**src/rtl/tew_consts.vh**
```
`ifndef TEW_CONSTS_VH
`define TEW_CONSTS_VH
// Register addresses (4-bit index on the plain port)
`define TEW_ADDR_CTRL      4'h0
`define TEW_ADDR_WIDTH     4'h1
`define TEW_ADDR_PATTERN   4'h2
`define TEW_ADDR_CASCADE   4'h3
`define TEW_ADDR_STATUS    4'h4
// Control register fields
`define TEW_CTRL_EN_BIT    31
`define TEW_CTRL_CLR_BIT   30
`define TEW_CTRL_CASC_BIT  29
`define TEW_CTRL_TAIL_BIT  28
`define TEW_CTRL_EDGE_BIT  23
`define TEW_CTRL_SHAPE_HI  22
`define TEW_CTRL_SHAPE_LO  20
`define TEW_CTRL_PIN_BIT   16
`define TEW_CTRL_ITER_HI   15
`define TEW_CTRL_ITER_LO   0
`define TEW_CTRL_WMASK     32'hF0F1FFFF
// Pattern register fields
`define TEW_PAT_COUNT_HI   31
`define TEW_PAT_COUNT_LO   16
`define TEW_PAT_BITS_HI    15
`define TEW_PAT_BITS_LO    0
// Shape codes
`define TEW_SHAPE_NEG_EDGE 3'h0
`define TEW_SHAPE_POS_EDGE 3'h1
`define TEW_SHAPE_NEG_PULS 3'h2
`define TEW_SHAPE_POS_PULS 3'h3
`define TEW_SHAPE_NEG_PER  3'h4
`define TEW_SHAPE_POS_PER  3'h5
`define TEW_SHAPE_PATTERN  3'h6
// Reset values
`define TEW_RST_CTRL       32'h00000000
`define TEW_RST_WIDTH      32'h00000000
`define TEW_RST_PATTERN    32'h00000000
`define TEW_RST_CASCADE    32'h00000000
`endif

```
**src/rtl/tew_unit.v**
```verilog
`timescale 1ns/1ps
`default_nettype none
`include "tew_consts.vh"
module tew_unit #(
  parameter CW = 32,
  parameter NW = 16
) (
  input  wire        clock_i,
  input  wire        reset_n_i,
  input  wire [3:0]  reg_addr_i,
  input  wire [31:0] reg_wdata_i,
  input  wire        reg_write_i,
  input  wire        reg_read_i,
  output reg  [31:0] reg_rdata_o,
  input  wire        target_reached_i,
  input  wire        peer_pin1_i,
  input  wire        peer_pin2_i,
  output wire        event_pin1_o,
  output wire        event_pin2_o
);
  localparam ST_IDLE = 4'b0001;
  localparam ST_ON   = 4'b0010;
  localparam ST_OFF  = 4'b0100;
  localparam ST_DONE = 4'b1000;

  reg  [31:0]   ctrl_q;
  reg  [CW-1:0] width_q;
  reg  [31:0]   pat_q;
  reg  [CW-1:0] cascade_q;
  reg  [3:0]    state_q;
  reg  [3:0]    state_d;
  reg  [CW-1:0] tick_q;
  reg  [CW-1:0] tick_d;
  reg  [NW-1:0] cycles_q;
  reg  [NW-1:0] cycles_d;
  reg  [3:0]    bit_q;
  reg  [3:0]    bit_d;
  reg  [NW-1:0] passes_q;
  reg  [NW-1:0] passes_d;
  reg           level_q;
  reg           level_d;
  wire          trig_sync;
  wire          pin1_sync;
  wire          pin2_sync;
  wire          wave;
  wire [2:0]    shape;
  wire          enable;
  wire          clear;
  wire          casc;
  wire          tail;
  wire          edge_neg;
  wire          pin_sel;
  wire [15:0]   iter;
  wire [NW-1:0] count;
  wire [15:0]   pattern;
  wire          width_done;
  wire          count_done;
  wire          pat_bit;

  function idle_level;
    input [2:0] sh;
    begin
      case (sh)
        `TEW_SHAPE_POS_EDGE: idle_level = 1'b0;
        `TEW_SHAPE_POS_PULS: idle_level = 1'b0;
        `TEW_SHAPE_POS_PER:  idle_level = 1'b0;
        default:             idle_level = 1'b1;
      endcase
    end
  endfunction

  assign shape    = ctrl_q[`TEW_CTRL_SHAPE_HI:`TEW_CTRL_SHAPE_LO];
  assign enable   = ctrl_q[`TEW_CTRL_EN_BIT];
  assign clear    = ctrl_q[`TEW_CTRL_CLR_BIT];
  assign casc     = ctrl_q[`TEW_CTRL_CASC_BIT];
  assign tail     = ctrl_q[`TEW_CTRL_TAIL_BIT];
  assign edge_neg = ctrl_q[`TEW_CTRL_EDGE_BIT];
  assign pin_sel  = ctrl_q[`TEW_CTRL_PIN_BIT];
  assign iter     = ctrl_q[`TEW_CTRL_ITER_HI:`TEW_CTRL_ITER_LO];
  assign count    = pat_q[`TEW_PAT_COUNT_HI:`TEW_PAT_COUNT_LO];
  assign pattern  = pat_q[`TEW_PAT_BITS_HI:`TEW_PAT_BITS_LO];
  // Width of one clock minimum; zero treated as one
  assign width_done = (tick_q + {{(CW-1){1'b0}}, 1'b1}) >= width_q;
  assign pat_bit    = pattern[4'hF - bit_q];

  // Target-time match arrives from the time base, possibly another domain
  tew_sync #(
    .WIDTH (3)
  ) u_sync (
    .clock_i   (clock_i),
    .reset_n_i (reset_n_i),
    .async_i   ({target_reached_i, peer_pin1_i, peer_pin2_i}),
    .sync_o    ({trig_sync, pin1_sync, pin2_sync})
  );

  // Register port
  always @(posedge clock_i or negedge reset_n_i)
  begin
    if (!reset_n_i)
    begin
      ctrl_q    <= `TEW_RST_CTRL;
      width_q   <= `TEW_RST_WIDTH;
      pat_q     <= `TEW_RST_PATTERN;
      cascade_q <= `TEW_RST_CASCADE;
    end
    else
    begin
      // Soft clear is self-clearing once the sequencer has seen it
      if (clear)
        ctrl_q[`TEW_CTRL_CLR_BIT] <= 1'b0;
      if (reg_write_i)
      begin
        case (reg_addr_i)
          `TEW_ADDR_CTRL:    ctrl_q    <= reg_wdata_i & `TEW_CTRL_WMASK;
          `TEW_ADDR_WIDTH:   width_q   <= reg_wdata_i[CW-1:0];
          `TEW_ADDR_PATTERN: pat_q     <= reg_wdata_i;
          `TEW_ADDR_CASCADE: cascade_q <= reg_wdata_i[CW-1:0];
          default:           ;
        endcase
      end
    end
  end

  always @(posedge clock_i or negedge reset_n_i)
  begin
    if (!reset_n_i)
      reg_rdata_o <= 32'h00000000;
    else if (reg_read_i)
    begin
      case (reg_addr_i)
        `TEW_ADDR_CTRL:    reg_rdata_o <= ctrl_q;
        `TEW_ADDR_WIDTH:   reg_rdata_o <= {{(32-CW){1'b0}}, width_q};
        `TEW_ADDR_PATTERN: reg_rdata_o <= pat_q;
        `TEW_ADDR_CASCADE: reg_rdata_o <= {{(32-CW){1'b0}}, cascade_q};
        `TEW_ADDR_STATUS:  reg_rdata_o <= {27'h0000000, wave, state_q};
        default:           reg_rdata_o <= 32'h00000000;
      endcase
    end
    else
      reg_rdata_o <= 32'h00000000;
  end

  assign count_done = (count != {NW{1'b0}}) &&
                      (cycles_q + {{(NW-1){1'b0}}, 1'b1} >= count);

  // Waveform sequencer
  always @*
  begin
    state_d  = state_q;
    tick_d   = tick_q;
    cycles_d = cycles_q;
    bit_d    = bit_q;
    passes_d = passes_q;
    level_d  = level_q;
    case (state_q)
      ST_IDLE:
      begin
        level_d  = idle_level(shape);
        tick_d   = {CW{1'b0}};
        cycles_d = {NW{1'b0}};
        bit_d    = 4'h0;
        passes_d = {NW{1'b0}};
        if (enable && trig_sync)
        begin
          state_d = ST_ON;
          case (shape)
            `TEW_SHAPE_NEG_EDGE: begin level_d = 1'b0; state_d = ST_DONE; end
            `TEW_SHAPE_POS_EDGE: begin level_d = 1'b1; state_d = ST_DONE; end
            `TEW_SHAPE_NEG_PULS: level_d = 1'b0;
            `TEW_SHAPE_POS_PULS: level_d = 1'b1;
            `TEW_SHAPE_NEG_PER:  level_d = 1'b0;
            `TEW_SHAPE_POS_PER:  level_d = 1'b1;
            `TEW_SHAPE_PATTERN:  level_d = pattern[4'hF];
            default:             state_d = ST_IDLE;
          endcase
        end
      end
      ST_ON:
      begin
        tick_d = tick_q + {{(CW-1){1'b0}}, 1'b1};
        if (width_done)
        begin
          tick_d = {CW{1'b0}};
          case (shape)
            `TEW_SHAPE_NEG_PULS: begin level_d = 1'b1; state_d = ST_DONE; end
            `TEW_SHAPE_POS_PULS: begin level_d = 1'b0; state_d = ST_DONE; end
            `TEW_SHAPE_NEG_PER,
            `TEW_SHAPE_POS_PER:
            begin
              level_d = ~level_q;
              state_d = ST_OFF;
            end
            `TEW_SHAPE_PATTERN:
            begin
              bit_d    = bit_q + 4'h1;
              cycles_d = cycles_q + {{(NW-1){1'b0}}, 1'b1};
              // Plain mode stops on bit total; cascade counts whole passes
              if (casc)
              begin
                if (bit_q == 4'hF)
                begin
                  passes_d = passes_q + {{(NW-1){1'b0}}, 1'b1};
                  if (tail && passes_q >= iter)
                  begin
                    state_d = ST_DONE;
                    level_d = idle_level(shape);
                  end
                  else
                    level_d = pattern[4'hF];
                end
                else
                  level_d = pattern[4'hE - bit_q];
              end
              else if (count_done)
              begin
                state_d = ST_DONE;
                level_d = idle_level(shape);
              end
              else
                level_d = pattern[4'hE - bit_q];
            end
            default: state_d = ST_IDLE;
          endcase
        end
      end
      ST_OFF:
      begin
        // Second half of a period uses the same programmed width
        tick_d = tick_q + {{(CW-1){1'b0}}, 1'b1};
        if (width_done)
        begin
          tick_d   = {CW{1'b0}};
          cycles_d = cycles_q + {{(NW-1){1'b0}}, 1'b1};
          if (count_done)
            state_d = ST_DONE;
          else
          begin
            level_d = ~level_q;
            state_d = ST_ON;
          end
        end
      end
      ST_DONE:
      begin
        // Final level holds until software clears the enable bit or sets soft clear
        if (!enable)
          state_d = ST_IDLE;
      end
      default: state_d = ST_IDLE;
    endcase
    if (clear)
    begin
      state_d = ST_IDLE;
      level_d = idle_level(shape);
    end
  end

  always @(posedge clock_i or negedge reset_n_i)
  begin
    if (!reset_n_i)
    begin
      state_q  <= ST_IDLE;
      tick_q   <= {CW{1'b0}};
      cycles_q <= {NW{1'b0}};
      bit_q    <= 4'h0;
      passes_q <= {NW{1'b0}};
      level_q  <= 1'b1;
    end
    else
    begin
      state_q  <= state_d;
      tick_q   <= tick_d;
      cycles_q <= cycles_d;
      bit_q    <= bit_d;
      passes_q <= passes_d;
      level_q  <= level_d;
    end
  end

  tew_launch u_launch (
    .clock_i    (clock_i),
    .reset_n_i  (reset_n_i),
    .level_i    (level_q),
    .neg_edge_i (edge_neg),
    .wave_o     (wave)
  );

  // Idle-low shapes OR in cleanly; others dominate the shared pin
  assign event_pin1_o = (!pin_sel & wave) | pin1_sync;
  assign event_pin2_o = ( pin_sel & wave) | pin2_sync;
endmodule
`default_nettype wire

```
**src/rtl/tew_sync.v**
```verilog
`timescale 1ns/1ps
`default_nettype none
module tew_sync #(
  parameter WIDTH = 1
) (
  input  wire             clock_i,
  input  wire             reset_n_i,
  input  wire [WIDTH-1:0] async_i,
  output wire [WIDTH-1:0] sync_o
);
  reg [WIDTH-1:0] meta_q;
  reg [WIDTH-1:0] sync_q;

  always @(posedge clock_i or negedge reset_n_i)
  begin
    if (!reset_n_i)
    begin
      meta_q <= {WIDTH{1'b0}};
      sync_q <= {WIDTH{1'b0}};
    end
    else
    begin
      meta_q <= async_i;
      sync_q <= meta_q;
    end
  end

  assign sync_o = sync_q;
endmodule
`default_nettype wire

```
**src/rtl/tew_launch.v**
```verilog
`timescale 1ns/1ps
`default_nettype none
module tew_launch (
  input  wire clock_i,
  input  wire reset_n_i,
  input  wire level_i,
  input  wire neg_edge_i,
  output wire wave_o
);
  reg rise_q;
  reg fall_q;

  always @(posedge clock_i or negedge reset_n_i)
  begin
    if (!reset_n_i)
      rise_q <= 1'b0;
    else
      rise_q <= level_i;
  end

  // Half-cycle retime of the rising-edge copy
  always @(negedge clock_i or negedge reset_n_i)
  begin
    if (!reset_n_i)
      fall_q <= 1'b0;
    else
      fall_q <= rise_q;
  end

  assign wave_o = neg_edge_i ? fall_q : rise_q;
endmodule
`default_nettype wire

```
**config.mk**
```make
export PLATFORM = sky130hd
export DESIGN_NAME = tew_unit
export DESIGN_NICKNAME = d
export VERILOG_FILES = /design/src/rtl/tew_unit.v /design/src/rtl/tew_sync.v /design/src/rtl/tew_launch.v
export VERILOG_INCLUDE_DIRS = /design/src /design/src/rtl
export SDC_FILE = /design/constraint.sdc
export NUM_CORES = 1
export LEC_CHECK = 0
export BUFFER_PORTS_ARGS = -buffer_cell sky130_fd_sc_hd__buf_2
export CAP_MARGIN = 20
export CORE_AREA = 4 4 234 236
export CTS_CLUSTER_SIZE = 40
export DETAILED_ROUTE_END_ITERATION = 10
export DIE_AREA = 0 0 238 240
export GPL_TIMING_DRIVEN = 0
export HOLD_SLACK_MARGIN = 0.08
export PLACE_DENSITY_LB_ADDON = 0.05
export SLEW_MARGIN = 20
export SYNTH_ARGS = -nofsm -noshare
export SYNTH_HDL_FRONTEND = slang
export SYNTH_HIERARCHICAL = 1
export SYNTH_SLANG_ARGS = --single-unit
```
**constraint.sdc**
```tcl
create_clock -name clock_i -period 5.2 [get_ports clock_i]
set_input_delay 1.04 -clock clock_i [delete_from_list [all_inputs] [get_ports clock_i]]
set_output_delay 1.04 -clock clock_i [all_outputs]
set_load 0.02 [all_outputs]
```
==> results by group <==
Place
  – DP Wirelength: 32,300 um
  – Cell total after placement: 1,934
  – Gp weighted congestion: 0.777
  – Setup WS pre-CTS: -1050 ps
  – Port bufs: 76

Die
  – Top Ports: 77
  – Core area: 0.0524 mm^2
  – Rows: 84
  – Initial core utilization: 24.0%
  – Die width: 238 um
  – Die Y: 240 um
  – Die area: 0.0571 mm^2

STA
  – Fin. max-slew vios: 0
  – Setup TNS: 0 ps
  – Setup WS post-layout: 35.6 ps
  – Slew @ Worst Pin: 1020 ps
  – Normalized max-slew margin: 31.8%
  – Final hold slack: 348 ps
  – RSZ-0062 raised after global routing: true
  – Fin. Hold Viols: 0
  – Final setup violation count: 0
  – Skew final: 27.8 ps

Pwr
  – Seq pwr share: 37.4%
  – Clock group share of total power: 37.6%
  – Logic pwr share: 25.1%
  – Switch Pwr: 0.00204 W
  – Sw Share: 32.9%
  – VDD IR max: 0.284 mV
  – Pleak: 6.94 nW
  – Int Pwr: 0.00416 W
  – Power Density: 405 mW/mm^2

Global routing
  – First-pass GRT wire length: 65,600 um
  – Total global routing overflow: 0
  – Initial antenna violation count: 1
  – GRT Total Usage: 15.1%
  – Vias in the first global route: 9,898
  – Largest net degree at the start of global routing: 82

Final layout
  – Fill count: 5,412
  – Final layout net count: 1,399
  – Finished Layout Cells: 2,002
  – Layout cell share with drive strength beyond 1: 25.1%
  – Multi-input combinational cell area: 0.00634 mm^2
  – FF/Latch Area: 0.00586 mm^2
  – Core Util, Final: 29.1%
  – P&R area growth vs syn: 21.6%

Drt
  – DRC viols: 0
  – Post-Route WL: 43,300 um
  – 1st-iter DRT viols: 495
  – DR vias: 9,393
  – Routed WL per cell: 21.6 um
  – Vias per cell: 4.69
  – Routed Antenna Nets: 0
  – Drt first pass iters: 7

Clock tree
  – TritonCTS clock tree: built
  – Clock tree buffer depth: 3
  – Clock-pin slew on the worst setup and hold paths: 50 ps
  – CTS Hold Bufs: 0
  – Clk_lat worst skew: 590 ps
  – Clock sink count: 234
  – Root cell of the clock tree: clkbuf_16
  – CTS buffer count: 31
  – H-tree depth: 1

Worst setup path
  – Critical-path cell list: mux2_4 > a21o_1 > buf_6
  – Arrival time worst endpoint: 4120 ps
  – Type of origin of the critical path: flop
  – Slowest library cell on the worst path: dfrtn_1
  – CP delay by family, top: flip-flops
  – Crit Path Max Fanout: 3
  – WP buf/inv: 1
  – CP peak stage delay: 320 ps
  – Worst EP required: 4160 ps
  – Crit path kind: flop to output pin
  – CP endpoint kind: output pin

Synth
  – Top_reg_cell synth: dfrtp_1
  – Cells after synthesis: 1,165
  – Syn_nets: 1,276
  – #FFs+latches synth: 234
  – Syn. warnings: 6
  – Asr flop ratio synth: 100%
  – Mean Syn Cell Area: 10.8 um^2
  – Cell Area, Synth: 0.0126 mm^2
  – Sequential share of the synthesized area: 46.6%
  – Synth cell types: 64
  – EDFF count, synth: 0

Run
  – Max_cap viols: 0

Status
  – Outcome: finished clean

Min path
  – Worst hold path type: flop to flop
[path summary, 6_finish.rpt]
path	startpoint	endpoint	cells after the start	slack, ps
setup / recovery	u_launch/fall_q	event_pin1_o	3	40
hold / removal	u_sync/meta_q[2]	u_sync/sync_o[2]	0	350
setup reg to reg	tick_q[0]	bit_q[3]	20	290
hold reg to reg	u_sync/meta_q[2]	u_sync/sync_o[2]	0	350
max in group asynchronous	reset_n_i	u_launch/fall_q	2	1510
min in group asynchronous	reset_n_i	cascade_q[7]	1	370
[cell usage after synthesis (all sizes together) (3+ instances only)]
cell | count | area (um^2)
a222oi | 5 | 50.1
ha | 68 | 851
o31ai | 20 | 150
nor2b | 9 | 56.3
clkbuf | 41 | 154
dfrtp | 231 | 5780
xnor2 | 25 | 219
or4 | 8 | 63.8
nor2 | 46 | 173
inv | 69 | 259
mux4 | 23 | 518
nand2b | 7 | 43.8
a21oi | 52 | 260
mux2 | 122 | 1380
nor3 | 13 | 76.3
nor4 | 7 | 43.8
nand3 | 35 | 180
and4 | 5 | 43.8
or4b | 3 | 30.0
and3 | 33 | 211
or3 | 13 | 81.3
o211ai | 4 | 30.0
mux2i | 3 | 30.0
and2 | 8 | 50.1
a22o | 13 | 114
a22oi | 14 | 105
o21ai | 98 | 490
nand3b | 4 | 30.0
xor2 | 21 | 191
nand2 | 89 | 334
nand4 | 19 | 119
a21o | 8 | 60.1
nor4b | 5 | 43.8
buf | 17 | 75.1
[area by class of cell]
class,count,share of cell area [%]
flip-flops and latches,234,38.3
clock buffers,43,5.89
inverters,69,1.69
diodes,1,0.0164
multi-input cells,804,41.5
clock inverters,15,1.39
plain buffers,58,1.76
repair buffers,90,3.78
well taps,688,5.63
[power groups by stage]
| stage | clock network, W | registers, W | logic, W |
|---|---|---|---|
| finish | 0.00233 | 0.00231 | 0.00155 |
| global route | 0.00249 | 0.00235 | 0.00174 |
| CTS | 0.00242 | 0.00232 | 0.00155 |
| detailed placement | 0 | 0.00235 | 0.00146 |
| global placement | 0 | 0.00234 | 0.00144 |
| floorplan | 0 | 0.00225 | 0.000880 |
[metrics by stage]
step	cell area (um^2)	power, W
2_1_floorplan	12600	0.00313
3_3_place_gp	13800	0.00378
3_5_place_dp	13900	0.00381
4_1_cts	15200	0.00628
5_1_grt	15300	0.00657
6_report	15300	0.00620
[what timing repair did]
action                                  in CTS  in global routing
endpoints found under the setup margin      72                 71
pin swaps                                    5                  3
buffers inserted                             5                  4
gates resized for setup                     26                 23
endpoints found under the hold margin        0                  0
[logic make-up (layout without fill, tap and decap cells)]
family / Yosys count / after routing / share of synthesized area, %
buf+inv: 127 / 275 / 3.88
compound gates: 237 / 237 / 11.6
xor+xnor: 46 / 46 / 3.26
flops: 234 / 234 / 46.6
other cells: 0 / 1 / 0
simple gates: 305 / 305 / 12.6
fa+ha+maj: 68 / 68 / 6.77
mux: 148 / 148 / 15.3
[state kept, by name, summed over array words and instances (netlist names)]
signal / flops
bit_q: 4
cascade_q: 32
ctrl_q: 25
cycles_q: 16
level_q: 1
passes_q: 16
pat_q: 32
reg_rdata_o: 32
state_q: 4
tick_q: 32
u_launch/fall_q: 1
u_launch/rise_q: 1
u_sync/meta_q: 3
u_sync/sync_o: 3
width_q: 32
[layout by cell type (no fill, tap or decap), types with 11 or more instances in the layout]
cell	synthesis	final
a21oi_1	52	51
a22o_1	13	13
a22oi_1	14	14
and3_1	32	32
buf_1	13	11
buf_2	3	77
buf_4	0	11
clkbuf_1	41	36
clkbuf_16	0	31
dfrtp_1	231	230
ha_1	68	67
inv_1	69	69
mux2_2	121	121
mux4_2	23	23
nand2_1	89	89
nand3_1	34	34
nand4_1	19	19
nor2_1	46	44
nor3_1	12	11
o21ai_0	97	95
o31ai_1	20	20
or3_1	13	13
xnor2_1	25	25
xor2_1	20	20
[worst reg2reg max path, stage by stage, from the launching register on]
cell and delay, ps:
dfrtp_2 430, ha_4 190, nand3_4 120, or4_4 580, or3_1 400, buf_6 150, nor3_4 180, and4_1 240
and3_4 200, xor2_2 200, ha_1 290, nand4_1 200, nor3_1 90, a221o_1 380, nor2_2 170, o21ai_4 130
a21oi_4 280, buf_6 180, buf_4 180, o21ai_0 100, a21oi_1 140
[per-layer routing]
| metal | track usage [%] | vias to the layer above | wire length [um] |
|---|---|---|---|
| met5 | 0 | - | 0 |
| met4 | 3.71 | 0 | 910 |
| met3 | 2.55 | 44 | 1640 |
| met2 | 23.8 | 131 | 19400 |
| met1 | 21.8 | 4734 | 21400 |
| li1 | - | 4484 | - |
Note: power is estimated with default switching activity, not from simulation.
